--- config.mk ---
export PLATFORM = sky130hd
export DESIGN_NAME = wps_scheduler
export DESIGN_NICKNAME = d
export VERILOG_FILES = /design/src/hdl/wps_pkg.sv /design/src/hdl/wps_tick_div.sv /design/src/hdl/wps_sat_cnt.sv /design/src/hdl/wps_scheduler.sv
export SDC_FILE = /design/constraint.sdc
export NUM_CORES = 1
export LEC_CHECK = 0
export BUFFER_PORTS_ARGS = -buffer_cell sky130_fd_sc_hd__buf_4
export CORE_ASPECT_RATIO = 0.7
export CORE_MARGIN = 3
export CORE_UTILIZATION = 35
export DETAILED_ROUTE_END_ITERATION = 8
export GPL_ROUTABILITY_DRIVEN = 0
export GPL_TIMING_DRIVEN = 0
export PLACE_DENSITY = 0.48
export SYNTH_ARGS = -nofsm -noshare
export SYNTH_HDL_FRONTEND = slang
export SYNTH_SLANG_ARGS = --single-unit
--- constraint.sdc ---
create_clock -name clk -period 4.3 [get_ports clk]
set_clock_uncertainty 0.15 [all_clocks]
set_input_delay 0.86 -clock clk [delete_from_list [all_inputs] [get_ports clk]]
set_output_delay 0.86 -clock clk [all_outputs]
set_load 0.02 [all_outputs]
--- src/hdl/wps_pkg.sv ---
// Purpose: constants and types of the wake-up preamble scheduler
// Assumes: single clock clk at 20 MHz, asynchronous active-low reset
// Notes:   all timing counts derive from the clock rate below
//
// Operation
// - idle threshold set or read by code 0x03
// - idle threshold 0..0xFFFF, units of 100 ms
// - threshold resets to 0xFFFF, which disables preamble
// - threshold read answers with two bytes
// - idle means neither transmitting nor receiving
// - threshold reached: long preamble before next send
// - sleeping peers get a wake-up preamble
// - receiver enters cyclic sleep after sleep timeout
// - cyclic sleeper wakes once per sleep interval
// - detected preamble keeps receiver awake for data
// - preamble length 0..0xFF, units of 100 ms
// - stay awake only after about 35 ms preamble
package wps_pkg;

  // ***********************************************************
  // timing
  // ***********************************************************
  localparam int unsigned CLK_HZ         = 20000000;
  localparam int unsigned TICK_MS        = 100;
  localparam int unsigned TICK_CYCLES    = CLK_HZ / 1000 * TICK_MS;
  localparam int unsigned DETECT_MS      = 35;
  localparam int unsigned DETECT_CYCLES  = CLK_HZ / 1000 * DETECT_MS;
  localparam int unsigned LISTEN_MS      = 50;
  localparam int unsigned LISTEN_CYCLES  = CLK_HZ / 1000 * LISTEN_MS;
  localparam int unsigned DIV_W          = 32;
  localparam int unsigned DET_W          = 24;

  // ***********************************************************
  // command codes and answers
  // ***********************************************************
  localparam logic [7:0]  CMD_SLEEP_MODE    = 8'h01;
  localparam logic [7:0]  CMD_SLEEP_TIMEOUT = 8'h02;
  localparam logic [7:0]  CMD_IDLE_THR      = 8'h03;
  localparam logic [7:0]  CMD_PRE_LEN       = 8'h0C;
  localparam logic [1:0]  BYTES_NONE        = 2'h0;
  localparam logic [1:0]  BYTES_ONE         = 2'h1;
  localparam logic [1:0]  BYTES_TWO         = 2'h2;

  // ***********************************************************
  // reset values and limits
  // ***********************************************************
  localparam logic [15:0] IDLE_THR_RST      = 16'hFFFF;
  localparam logic [15:0] IDLE_THR_OFF      = 16'hFFFF;
  localparam logic [7:0]  PRE_LEN_RST       = 8'h01;
  localparam logic [15:0] SLEEP_TO_RST      = 16'h0014;
  localparam logic [7:0]  SLEEP_MODE_RST    = 8'h00;
  localparam logic [7:0]  SLEEP_MODE_MAX    = 8'h07;

  // ***********************************************************
  // states
  // ***********************************************************
  typedef enum logic [1:0] {TX_IDLE, TX_PRE, TX_WAIT} wps_tx_t;
  typedef enum logic [1:0] {RX_AWAKE, RX_SLEEP, RX_LISTEN} wps_rx_t;

  typedef struct packed {
    logic [DIV_W-1:0] cnt;
    logic             tick;
  } wps_div_state_t;

  typedef struct packed {
    logic [15:0] cnt;
  } wps_cnt_state_t;

  typedef struct packed {
    logic [15:0]      idleThr;
    logic [7:0]       preLen;
    logic [15:0]      sleepTo;
    logic [7:0]       sleepMode;
    wps_tx_t          txState;
    logic [7:0]       preCnt;
    logic             preambleOn;
    logic             txGo;
    logic             longPending;
    wps_rx_t          rxState;
    logic [7:0]       sleepCnt;
    logic [DET_W-1:0] detCnt;
    logic [DET_W-1:0] lisCnt;
    logic             sleeping;
    logic             radioOn;
    logic             rspValid;
    logic [15:0]      rspData;
    logic [1:0]       rspBytes;
    logic             cmdError;
  } wps_state_t;

endpackage

--- src/hdl/wps_tick_div.sv ---
// Purpose: divider giving a one-cycle tick every Cycles clocks
// Assumes: Cycles is at least 1
// Notes:   restart realigns the tick phase to the current cycle
`timescale 1ns/1ps
`default_nettype none
module wps_tick_div #(
  parameter int unsigned Cycles = wps_pkg::TICK_CYCLES
) (
  input  wire logic clk,
  input  wire logic arst_n,
  input  wire logic restart,
  output logic      tick
);
  import wps_pkg::*;

  localparam logic [DIV_W-1:0] LAST = DIV_W'(Cycles - 1);

  wps_div_state_t q;
  wps_div_state_t d;

  always_comb begin
    d      = q;
    d.tick = 1'b0;
    if (restart) begin
      d.cnt = '0;
    end else if (q.cnt >= LAST) begin
      d.cnt  = '0;
      d.tick = 1'b1;
    end else begin
      d.cnt = q.cnt + 1'b1;
    end
  end

  always_ff @(posedge clk or negedge arst_n) begin
    if (!arst_n) begin
      q <= '0;
    end else begin
      q <= d;
    end
  end

  assign tick = q.tick;
endmodule
`default_nettype wire

--- src/hdl/wps_sat_cnt.sv ---
// Purpose: 16-bit saturating tick counter with synchronous clear
// Assumes: clr has priority over inc
// Notes:   holding at 0xFFFF keeps a long idle from wrapping to zero
`timescale 1ns/1ps
`default_nettype none
module wps_sat_cnt (
  input  wire logic        clk,
  input  wire logic        arst_n,
  input  wire logic        clr,
  input  wire logic        inc,
  output logic [15:0]      count
);
  import wps_pkg::*;

  wps_cnt_state_t q;
  wps_cnt_state_t d;

  always_comb begin
    d = q;
    if (clr) begin
      d.cnt = '0;
    end else if (inc && (q.cnt != 16'hFFFF)) begin
      d.cnt = q.cnt + 16'h0001;
    end
  end

  always_ff @(posedge clk or negedge arst_n) begin
    if (!arst_n) begin
      q <= '0;
    end else begin
      q <= d;
    end
  end

  assign count = q.cnt;
endmodule
`default_nettype wire

--- src/hdl/wps_scheduler.sv ---
// Purpose: idle timer, wake-up preamble and cyclic sleep scheduling
// Assumes: radio status inputs are synchronous to clk
// Notes:   host holds txRequest until txGo, then drops it
`timescale 1ns/1ps
`default_nettype none
module wps_scheduler #(
  parameter int unsigned TickCycles   = wps_pkg::TICK_CYCLES,
  parameter int unsigned DetectCycles = wps_pkg::DETECT_CYCLES,
  parameter int unsigned ListenCycles = wps_pkg::LISTEN_CYCLES
) (
  input  wire logic        clk,
  input  wire logic        arst_n,
  input  wire logic        cmdValid,
  input  wire logic        cmdWrite,
  input  wire logic [7:0]  cmdCode,
  input  wire logic [15:0] cmdData,
  input  wire logic        txRequest,
  input  wire logic        txActive,
  input  wire logic        rxActive,
  input  wire logic        preambleDetect,
  output logic             rspValid,
  output logic [15:0]      rspData,
  output logic [1:0]       rspBytes,
  output logic             cmdError,
  output logic             preambleOn,
  output logic             txGo,
  output logic             longPending,
  output logic             sleeping,
  output logic             radioOn
);
  import wps_pkg::*;

  // ***********************************************************
  // constants at counter width
  // ***********************************************************
  localparam logic [DET_W-1:0] DET_LAST = DET_W'(DetectCycles - 1);
  localparam logic [DET_W-1:0] LIS_LAST = DET_W'(ListenCycles - 1);

  wps_state_t  q;
  wps_state_t  d;
  logic        tick;
  logic        divRestart;
  logic [15:0] idleCnt;
  logic        idleNow;
  logic        idleClr;
  logic        longNeed;

  // ***********************************************************
  // shared 100 ms tick and idle counter
  // ***********************************************************
  wps_tick_div #(
    .Cycles (TickCycles)
  ) u_div (
    .clk     (clk),
    .arst_n  (arst_n),
    .restart (divRestart),
    .tick    (tick)
  );

  // a preamble on air counts as transmit activity
  assign idleNow = !txActive && !rxActive && !q.preambleOn;
  // a wake-up from listening is treated as activity as well
  assign idleClr = !idleNow
                   || (q.rxState == RX_LISTEN && d.rxState == RX_AWAKE);

  wps_sat_cnt u_idle (
    .clk    (clk),
    .arst_n (arst_n),
    .clr    (idleClr),
    .inc    (tick && idleNow),
    .count  (idleCnt)
  );

  // threshold 0xFFFF never arms the long preamble
  assign longNeed = (q.idleThr != IDLE_THR_OFF)
                    && (idleCnt >= q.idleThr);

  // ***********************************************************
  // next state
  // ***********************************************************
  always_comb begin
    d            = q;
    divRestart   = 1'b0;
    d.txGo       = 1'b0;
    d.rspValid   = 1'b0;
    d.cmdError   = 1'b0;
    d.longPending = longNeed;

    // host commands; a write answers with zero bytes
    if (cmdValid) begin
      d.rspValid = 1'b1;
      d.rspBytes = BYTES_NONE;
      case (cmdCode)
        CMD_IDLE_THR: begin
          if (cmdWrite) begin
            d.idleThr = cmdData;
          end else begin
            d.rspData  = q.idleThr;
            d.rspBytes = BYTES_TWO;
          end
        end
        CMD_PRE_LEN: begin
          if (cmdWrite) begin
            if (cmdData[15:8] == 8'h00) begin
              d.preLen = cmdData[7:0];
            end else begin
              d.cmdError = 1'b1;
            end
          end else begin
            d.rspData  = {8'h00, q.preLen};
            d.rspBytes = BYTES_ONE;
          end
        end
        CMD_SLEEP_TIMEOUT: begin
          if (cmdWrite) begin
            d.sleepTo = cmdData;
          end else begin
            d.rspData  = q.sleepTo;
            d.rspBytes = BYTES_TWO;
          end
        end
        CMD_SLEEP_MODE: begin
          if (cmdWrite) begin
            if (cmdData <= {8'h00, SLEEP_MODE_MAX}) begin
              d.sleepMode = cmdData[7:0];
            end else begin
              d.cmdError = 1'b1;
            end
          end else begin
            d.rspData  = {8'h00, q.sleepMode};
            d.rspBytes = BYTES_ONE;
          end
        end
        default: begin
          d.cmdError = 1'b1;
        end
      endcase
    end

    // transmit side
    case (q.txState)
      TX_IDLE: begin
        if (txRequest && q.rxState == RX_AWAKE) begin
          if (longNeed && q.preLen != 8'h00) begin
            d.txState    = TX_PRE;
            d.preCnt     = 8'h00;
            d.preambleOn = 1'b1;
            divRestart   = 1'b1;
          end else begin
            d.txGo    = 1'b1;
            d.txState = TX_WAIT;
          end
        end
      end
      TX_PRE: begin
        // length counts whole ticks from the realigned divider
        if (tick) begin
          if (q.preCnt + 8'h01 >= q.preLen) begin
            d.preambleOn = 1'b0;
            d.txGo       = 1'b1;
            d.txState    = TX_WAIT;
          end else begin
            d.preCnt = q.preCnt + 8'h01;
          end
        end
      end
      TX_WAIT: begin
        if (!txRequest) begin
          d.txState = TX_IDLE;
        end
      end
      default: begin
        d.txState    = TX_IDLE;
        d.preambleOn = 1'b0;
      end
    endcase

    // receive side
    case (q.rxState)
      RX_AWAKE: begin
        if (q.sleepMode != 8'h00 && idleNow && idleCnt >= q.sleepTo
            && q.txState == TX_IDLE && !txRequest) begin
          d.rxState  = RX_SLEEP;
          d.sleepCnt = 8'h00;
          divRestart = 1'b1;
        end
      end
      RX_SLEEP: begin
        if (txRequest) begin
          d.rxState = RX_AWAKE;
        end else if (tick) begin
          // interval is sleepMode ticks of 100 ms
          if (q.sleepCnt + 8'h01 >= q.sleepMode) begin
            d.rxState = RX_LISTEN;
            d.detCnt  = '0;
            d.lisCnt  = '0;
          end else begin
            d.sleepCnt = q.sleepCnt + 8'h01;
          end
        end
      end
      RX_LISTEN: begin
        if (preambleDetect) begin
          d.detCnt = q.detCnt + 1'b1;
        end else begin
          d.detCnt = '0;
        end
        d.lisCnt = q.lisCnt + 1'b1;
        if (txRequest) begin
          d.rxState = RX_AWAKE;
        end else if (preambleDetect && q.detCnt >= DET_LAST) begin
          d.rxState = RX_AWAKE;
        end else if (q.lisCnt >= LIS_LAST) begin
          // short or missing preamble: back to sleep for one interval
          d.rxState  = RX_SLEEP;
          d.sleepCnt = 8'h00;
          divRestart = 1'b1;
        end
      end
      default: begin
        d.rxState = RX_AWAKE;
      end
    endcase

    d.sleeping = (d.rxState == RX_SLEEP);
    d.radioOn  = (d.rxState != RX_SLEEP);
  end

  // ***********************************************************
  // state register
  // ***********************************************************
  always_ff @(posedge clk or negedge arst_n) begin
    if (!arst_n) begin
      q             <= '0;
      q.idleThr     <= IDLE_THR_RST;
      q.preLen      <= PRE_LEN_RST;
      q.sleepTo     <= SLEEP_TO_RST;
      q.sleepMode   <= SLEEP_MODE_RST;
      q.txState     <= TX_IDLE;
      q.rxState     <= RX_AWAKE;
      q.radioOn     <= 1'b1;
    end else begin
      q <= d;
    end
  end

  assign rspValid    = q.rspValid;
  assign rspData     = q.rspData;
  assign rspBytes    = q.rspBytes;
  assign cmdError    = q.cmdError;
  assign preambleOn  = q.preambleOn;
  assign txGo        = q.txGo;
  assign longPending = q.longPending;
  assign sleeping    = q.sleeping;
  assign radioOn     = q.radioOn;
endmodule
`default_nettype wire

## Yosys cells after proc, flatten, opt, wreduce, memory -nomap -nowiden

Cells that the tools add are included.

| word-level totals | value |
|---|---|
| latch bits | 0 |
| bits in registers | 190 |
| bits of input ports | 32 |
| bits in writable memories | 0 |
| memories kept | 0 |
| ROM bits | 0 |

| operators by class | value |
|---|---|
| bitwise logic cells | 1 |
| muxes and demuxes | 54 |
| reduce and logical (&&, ||, !) cells | 41 |
| shift-type cells | 0 |
| divide/modulo/power cells | 0 |
| multiply operators | 0 |
| equal/unequal tests | 30 |
| $add $sub $neg | 6 |
| $lt $le $gt $ge | 8 |

Operators by type and width:

| operator | count |
|---|---|
| one-hot mux 48 bit (2 select lines) | 1 |
| two-way mux 18 bit | 4 |
| one-hot mux 18 bit (4 select lines) | 1 |
| two-way mux 32 bit | 2 |
| two-way mux 58 bit | 1 |
| two-way mux 56 bit | 1 |
| adder 24 x 1 -> 24 bit (second input constant) | 2 |
| greater-or-equal comparator 24 x 20 -> 1 bit (second input constant) | 2 |
| two-way mux 48 bit | 1 |
| adder 32 x 1 -> 32 bit (second input constant) | 1 |
| greater-or-equal comparator 16 bit | 2 |
| greater-or-equal comparator 32 x 21 -> 1 bit (second input constant) | 1 |
| two-way mux 16 bit | 2 |
| two-way mux 8 bit | 4 |
| != test 16 bit (second input constant) | 2 |
| != test 2 bit (second input constant) | 14 |
| two-way mux 12 bit | 2 |
| two-way mux 24 bit | 1 |
| one-hot mux 8 bit (3 select lines) | 1 |
| two-way mux 10 bit | 2 |
| two-way mux 20 bit | 1 |
| adder 16 x 1 -> 16 bit (second input constant) | 1 |
| adder 8 x 1 -> 8 bit (second input constant) | 2 |
| == test 8 x 2 -> 1 bit (second input constant) | 2 |
| 30 further kinds | 87 |

## Longest topological paths before layout

Gate-level depths: netlist (run 1).

| depth | value |
|---|---|
| depth in word-level cells | 13 |
| depth in mapped cells | 13 |
| mapped depth without buffers | 12 |

## By module

A second synthesis (run 1) with hierarchy kept.

| second synthesis, totals | value |
|---|---|
| cell total of the unflattened synthesis | 1125 |
| area total of the unflattened synthesis | 10851.7 um^2 |

Modules (own cells, without submodules):

| module | area an instance (um^2) | cells each | seq. area each (um^2) | instances |
|---|---|---|---|---|
| wps_scheduler | 8396.8 | 896 | 3553.4 | 1 |
| wps_tick_div | 1512.7 | 131 | 825.8 | 1 |
| wps_sat_cnt | 942.2 | 98 | 400.4 | 1 |

## Worst setup path before layout (run 1)

Ideal clock, no wire load.

| path | value |
|---|---|
| kind | reg-to-reg |
| start | register q[70] (netlist name) |
| end | register q[70] (netlist name) |
| data arrival time | 2.703 ns |
| required time | 4.025 ns |
| cell stages (with the launch flop) | 13 |
| slack | 1.322 ns |
| setup time | 0.125 ns |
| path buffers | 0 |
| period minus slack after synthesis | 2.978 ns |
| cell sequence | dfrtp_1 > ha_1 > nand3_1 > nor2_1 > xnor2_1 > ha_1 > a21o_1 > a21oi_1 > o311ai_0 > a21oi_1 > o221ai_2 > a21oi_4 > mux2_2 |

| on the way | value |
|---|---|
| cells in the longest elaborated chain, start to end | 5 |
| elaborated cells between the ends (all ways) | 8 |

RTL lines:

| item | line | RTL |
|---|---|---|
| start: declaration | wps_scheduler.sv:39 | `wps_state_t q;` |
| adder 8 x 1 -> 8 bit * | wps_scheduler.sv:193, wps_scheduler.sv:198 |  |
| parallel branches: the longest is 4 deep, another holds greater-or-equal comparator 8 bit | -- |  |

Mark *: on every way between the ends. The select of a mux whose other input is x is not followed.
A chain may end at the register's enable or synchronous reset.

## Worst setup path in the final report (run 1)

| path | value |
|---|---|
| start | register q[70] (netlist name) |
| end | register q[65] (netlist name) |

| on the way | value |
|---|---|
| cells in the longest elaborated chain, start to end | 4 |

RTL lines:

| item | line | RTL |
|---|---|---|
| adder 8 x 1 -> 8 bit | wps_scheduler.sv:193 | `if (q.sleepCnt + 8'h01 >= q.sleepMode) begin` |
| greater-or-equal comparator 8 bit | wps_scheduler.sv:193 |  |
| != test 2 bit (no line) | -- |  |
| AND reduction 4 bit (no line) | -- |  |

Every way passes these cells.

==> results of run 1 <==
[routing by layer]
layer	wire, um	global-route usage (%)
met1	15200	27.8
met2	10800	22.9
met3	1140	3.43
met4	225	3.68
met5	0	0
[kinds of logic (layout without fill, tap and decap cells)]
logic type               Yosys count  in the layout  share of synthesized area (%)
AND/OR/NAND/NOR                  402            402                           19.5
flip-flops                       190            190                           44.4
AO/OA/AOI/OAI                    232            232                           15.1
other                              1             11                         0.0349
multiplexers                      39             39                           3.87
adder cells (fa/ha/maj)           58             58                           6.75
buffers and inverters            121            209                           5.17
XOR/XNOR                          62             62                           5.05
[cells in the mapped netlist, types with 9 or more instances]
library cell  instances
nand4_1              28
o21ai_0              88
mux2i_1              18
nand2b_1             20
a31oi_1              15
a31oi_2              10
nor4_1               13
or3_1                 9
nor3_1               16
nand2_1             108
inv_1                64
buf_4                19
xnor2_1              38
nor2_1               77
and3_1               19
xor2_1               24
a21o_1               16
o31ai_1              14
dfrtp_1             170
mux2_2               21
nor2_2               18
ha_1                 58
nand3_1              38
clkbuf_1             26
dfstp_2              20
a21oi_1              30
and4_1               13
[power by group through the flow]
stage / Combinational (mW) / Clock (mW) / Sequential [mW]
floorplan: 0.456 / 0 / 2.02
global placement: 0.714 / 0 / 2.03
detailed placement: 0.724 / 0 / 2.03
CTS: 0.728 / 1.75 / 2.00
global route: 0.814 / 1.81 / 2.02
finish: 0.718 / 1.70 / 2.00
[metrics by stage]
| step | cell area (um2) | total power [mW] | worst slack (ps) |
|---|---|---|---|
| floorplan | 10800 | 2.48 | 1320 |
| global placement | 11700 | 2.75 | 551 |
| detailed placement | 11800 | 2.75 | 545 |
| CTS | 12400 | 4.47 | 539 |
| global route | 12400 | 4.64 | 199 |
| finish | 12400 | 4.42 | 533 |
[path summary, 6_finish.rpt]
kind	start	endpoint
worst max-delay path	q[70]	q[65]
worst max register to register	q[70]	q[65]
worst min register to register	rspData[3]	rspData[3]
worst min-delay path	arst_n	rspBytes[1]
max in group asynchronous	arst_n	u_div.q[9]
min in group clk	rspData[3]	rspData[3]
[flip-flops by register name, indices dropped and copies added, names as in the netlist]
register      count
sleeping          1
preambleOn        1
u_div.tick        1
u_idle.count     16
rspBytes          2
cmdError          1
radioOn           1
txGo              1
q               116
u_div.q          32
rspValid          1
longPending       1
rspData          16
[worst max-delay path, cell delays in order (launching register included)]
cell	delay, ps
dfrtp_1	450
ha_1	300
nand3_1	140
nor2_1	170
xnor2_1	160
ha_1	280
a21o_1	180
a21oi_1	200
o31ai_2	170
a21boi_2	450
buf_2	340
o21bai_1	380
o21ai_0	200
o21ai_0	110
[layout make-up]
| type | count | share of cell area [%] |
|---|---|---|
| plain buffers | 57 | 2.55 |
| clock buffers | 18 | 3.55 |
| clock inverters | 14 | 1.48 |
| inverters | 64 | 1.94 |
| multi-input cells | 804 | 44.1 |
| flip-flops and latches | 190 | 38.6 |
| well taps | 412 | 4.17 |
| repair buffers | 56 | 3.62 |
==> results.py, run 1 <==
metrics = {
    "clock_network": {
        "cts_tree": "built",
        "cts_resized": 0,
        "cts.sinks": 190,
        "clkTransAtPathRegs_ps": 70,
        "cts_hold_buf": 0,
        "cts-root-buf": "clkbuf_16",
        "numCtsBuffers": 17,
        "htree_levels": 4,
        "cts_setup_buffers": 0,
        "worstSkewPairLatency_ps": 450,
        "cts_max_path_buffers": 2,
    },
    "timing": {
        "slew_headroom_pct": 41.3,
        "hold_ws_ps": 219,
        "fin_crit_ps": 3770,
        "maxSlewViolCount": 0,
        "final.period_utilization_pct": 87.6,
        "max_freq_mhz": 265,
        "hold_viol": 0,
        "worst_pin_slew_ps": 874,
        "rsz0062_at_grt": "no",
        "setup_viol_count_final": 0,
        "setup_tns_ps": 0,
    },
    "die": {
        "initial_utilization_pct": 35.7,
        "die_w_um": 215,
        "row_count": 53,
        "fp.dieH_um": 153,
        "dieArea_um2": 32900,
        "ios": 57,
        "coreArea_um2": 30100,
    },
    "logic_synthesis": {
        "synthDistinctLibCells": 77,
        "ys_ff_latch": 190,
        "netlist_area_um2": 10800,
        "synth_edf_count": 0,
        "ys.flop_type": "dfrtp_1",
        "ys_seq_area_share_pct": 44.4,
        "yosys_warnings": 0,
        "syn-mean-instance-area_um2": 9.73,
        "synth_top_area_share_pct": 39.6,
        "synth_top_area_cell": "dfrtp_1",
        "async_flop_share_pct": 100,
        "synth.area.top_cells": "dfrtp_1 40%, ha_1 6.7%, dfstp_2 4.9%",
        "syn_inst": 1105,
    },
    "pwr": {
        "cellPowerDensity_nw_per_um2": 357,
        "switching_share_pct": 29.4,
        "clock_power_share_pct": 38.5,
        "max-vdd-ir-drop_uv": 231,
        "p_int_mw": 3.12,
        "p_seq_share_pct": 45.2,
        "leakagePower_nw": 5.47,
        "power_frac_comb_pct": 16.2,
        "switching_power_mw": 1.30,
    },
    "grt": {
        "grt_pass1_wl_mm": 45.0,
        "grt_antenna_before_repair": 1,
        "grt_usage_pct": 17.1,
        "grt_max_degree": 114,
        "overflow": 0,
        "grt_pass1_vias": 7971,
    },
    "worst_setup_path": {
        "critPathKind": "register to register",
        "reg2reg_slack_ps": 530,
        "rr_worst_depth": 13,
        "arrival_ps": 3970,
        "crit_required_ps": 4500,
        "critPathCaptureType": "register",
        "critPathLaunchType": "register",
        "cp_max_fo": 10,
    },
    "detailed_routing": {
        "vias_per_cell": 5.10,
        "drt_iter0_drc": 653,
        "drt_pass1_iterations": 5,
        "vias": 8240,
        "drc": 0,
        "routed_wl_mm": 27.4,
        "drtAntennaViolNets": 0,
        "routedWlPerCell_um": 17.0,
    },
    "min_path": {
        "hold_path.class": "input pin to asynchronous set/reset pin",
    },
    "placement": {
        "dp.cells": 1583,
        "hpwl_mm": 20.1,
        "io_buffers": 55,
    },
    "run": {
        "maxCapViolations": 0,
    },
    "final_layout": {
        "area.growth.synth_to_final_pct": 15.1,
        "stdcell_count": 1615,
        "fillCellCount": 3026,
        "final_common_cell": "dfrtp_1",
        "regArea_um2": 4780,
        "post-route-util_pct": 41.1,
        "layout_common_cells": "170 x dfrtp_1, 108 x nand2_1, 88 x o21ai_0",
        "multi_input_area_um2": 5460,
        "drive_above_1_share_pct": 16.9,
        "fin_nets": 1280,
        "diodes": 0,
    },
    "run_status": {
        "outcome": "completed",
    },
}
No activity file was read; power rests on OpenSTA's default activity.
==> run 2, diff against run 1 <==
--- a/config.mk
+++ b/config.mk
@@ -8,11 +8,11 @@
 export BUFFER_PORTS_ARGS = -buffer_cell sky130_fd_sc_hd__buf_4
 export CORE_ASPECT_RATIO = 0.7
 export CORE_MARGIN = 3
-export CORE_UTILIZATION = 35
+export CORE_UTILIZATION = 62
 export DETAILED_ROUTE_END_ITERATION = 8
 export GPL_ROUTABILITY_DRIVEN = 0
 export GPL_TIMING_DRIVEN = 0
-export PLACE_DENSITY = 0.48
+export PLACE_DENSITY = 0.78
 export SYNTH_ARGS = -nofsm -noshare
 export SYNTH_HDL_FRONTEND = slang
 export SYNTH_SLANG_ARGS = --single-unit
==> results.py, run 2 (synthesized netlist as in run 1, its figures left out) <==
metrics = {
    "worst_setup_path": {
        "critPathKind": "register to register",
        "cpMaxStageDelayCell": "a21boi_2",
        "crit_chain": "ha_1 -> nand3_1 -> nor2_1 -> xnor2_1 -> ha_1 -> a21o_1 -> a21oi_1 -> o31ai_2 -> a21boi_2 -> buf_2 -> o21bai_1 -> o21ai_0 -> o21ai_1",
        "critPathLaunchType": "register",
        "cp_max_fo": 10,
        "cpMostUsedCell": "ha_1",
        "crit_required_ps": 4500,
        "cp_slowest_stage_delay_ps": 460,
        "arrival_ps": 3980,
        "critPathCaptureType": "register",
    },
    "detailed_routing": {
        "drt_pass1_iterations": 6,
        "drt_iter0_drc": 871,
        "routedWlPerCell_um": 17.3,
        "vias_per_cell": 5.98,
        "routed_wl_mm": 24.7,
        "drtAntennaViolNets": 0,
        "vias": 8538,
        "drc": 0,
    },
    "placement": {
        "dp.cells": 1396,
        "place_area_um2": 11500,
        "hpwl_mm": 17.6,
        "io_buffers": 55,
        "place_ws_ps": 596,
    },
    "die": {
        "fp.dieH_um": 116,
        "row_count": 39,
        "coreArea_um2": 16600,
        "dieArea_um2": 19000,
        "ios": 57,
        "initial_utilization_pct": 64.6,
        "die_w_um": 163,
    },
    "timing": {
        "worst_pin_slew_ps": 833,
        "slew_headroom_pct": 44.3,
        "fin_crit_ps": 3780,
        "rsz0062_at_grt": "no",
        "max_freq_mhz": 265,
        "setup_viol_count_final": 0,
        "maxSlewViolCount": 0,
        "setup_tns_ps": 0,
        "final.period_utilization_pct": 87.8,
        "setup_ws_ps": 524,
        "hold_viol": 0,
    },
    "pwr": {
        "clock_power_share_pct": 35.8,
        "switching_share_pct": 30.2,
        "cellPowerDensity_nw_per_um2": 350,
        "p_seq_share_pct": 47.3,
        "switching_power_mw": 1.28,
        "p_int_mw": 2.95,
        "leakagePower_nw": 5.45,
        "power_frac_comb_pct": 16.9,
        "max-vdd-ir-drop_uv": 246,
    },
    "clock_network": {
        "cts_max_path_buffers": 2,
        "cts_hold_buf": 0,
        "cts_setup_buffers": 0,
        "cts_resized": 0,
        "cts_tree": "built",
        "cts-root-buf": "clkbuf_16",
        "worstSkewPairLatency_ps": 440,
        "cts.sinks": 190,
        "htree_levels": 4,
        "clkTransAtPathRegs_ps": 70,
        "numCtsBuffers": 17,
    },
    "final_layout": {
        "post-route-util_pct": 72.6,
        "stdcell_count": 1428,
        "final_common_cell": "dfrtp_1",
        "fin_nets": 1280,
        "largestRegisters": "q: 116 flops, u_div.q: 32 flops",
        "max_flop_register": "q",
        "layout_common_cells": "170 x dfrtp_1, 108 x nand2_1, 88 x o21ai_0",
        "diodes": 0,
        "drive_above_1_share_pct": 16.9,
        "design_area_um2": 12100,
        "largest_register_ffs": 116,
        "area.growth.synth_to_final_pct": 12.3,
    },
    "grt": {
        "grt_pass1_vias": 8143,
        "grt_usage_pct": 27.2,
        "overflow": 0,
        "grt_max_degree": 119,
        "grt_pass1_wl_mm": 41.2,
        "grt_antenna_before_repair": 0,
    },
    "run_status": {
        "outcome": "completed",
    },
    "run": {
        "maxCapViolations": 0,
    },
    "min_path": {
        "hold_path.class": "input pin to asynchronous set/reset pin",
    },
}
[run 2: changes by cell type in the layout (fill, tap and decap cells not counted)]
| cell | previous run | this run |
|---|---|---|
| bufinv_16 | 3 | 0 |
| inv_6 | 4 | 7 |
| clkinvlp_4 | 3 | 1 |
| clkinv_2 | 0 | 1 |
| inv_8 | 0 | 1 |
[run 2: critical path: cells and delay by family (launching register included)]
family	cells	cell delay, ps
adder cells (fa/ha/maj)	2	560
flip-flops	1	440
AO/OA/AOI/OAI	7	1760
AND/OR/NAND/NOR	2	300
buffers and inverters	1	310
XOR/XNOR	1	180
[run 2: path summary, 6_finish.rpt]
kind | to | start | cells after the start | slack (ps)
max | q[67] | q[70] | 13 | 520
min | q[86] | arst_n | 1 | 220
max reg2reg | q[67] | q[70] | 13 | 520
min reg2reg | q[69] | q[69] | 1 | 330
max in group asynchronous | q[33] | arst_n | 2 | 2810
min in group clk | q[69] | q[69] | 1 | 330
[run 2: layer usage]
layer  global-route usage, %  share of wire, %
met3                    5.18               6.5
met4                    7.38               1.6
met1                    40.5                48
met2                    41.3                44
met5                       0                 0
[run 2: stage by stage]
step,power (mW),hold slack [ps]
floorplan,2.48,295
global route,4.43,253
detailed placement,2.74,318
CTS,4.24,247
finish,4.23,222
global placement,2.70,312
[run 2: power groups by stage]
stage | Combinational (mW) | Sequential, mW | Clock (mW)
CTS | 0.715 | 2.00 | 1.53
floorplan | 0.456 | 2.02 | 0
finish | 0.715 | 2.00 | 1.51
detailed placement | 0.709 | 2.03 | 0
global route | 0.793 | 2.02 | 1.62
global placement | 0.680 | 2.02 | 0
[run 2: area by class of cell]
type / count / area, um2
Buffer: 57 / 315
Clock buffer: 18 / 439
Clock inverter: 14 / 120
Fill cell: 1224 / 4560
Inverter: 64 / 240
Multi-Input combinational cell: 804 / 5460
Sequential cell: 190 / 4780
Tap cell: 225 / 282
Timing Repair Buffer: 56 / 448
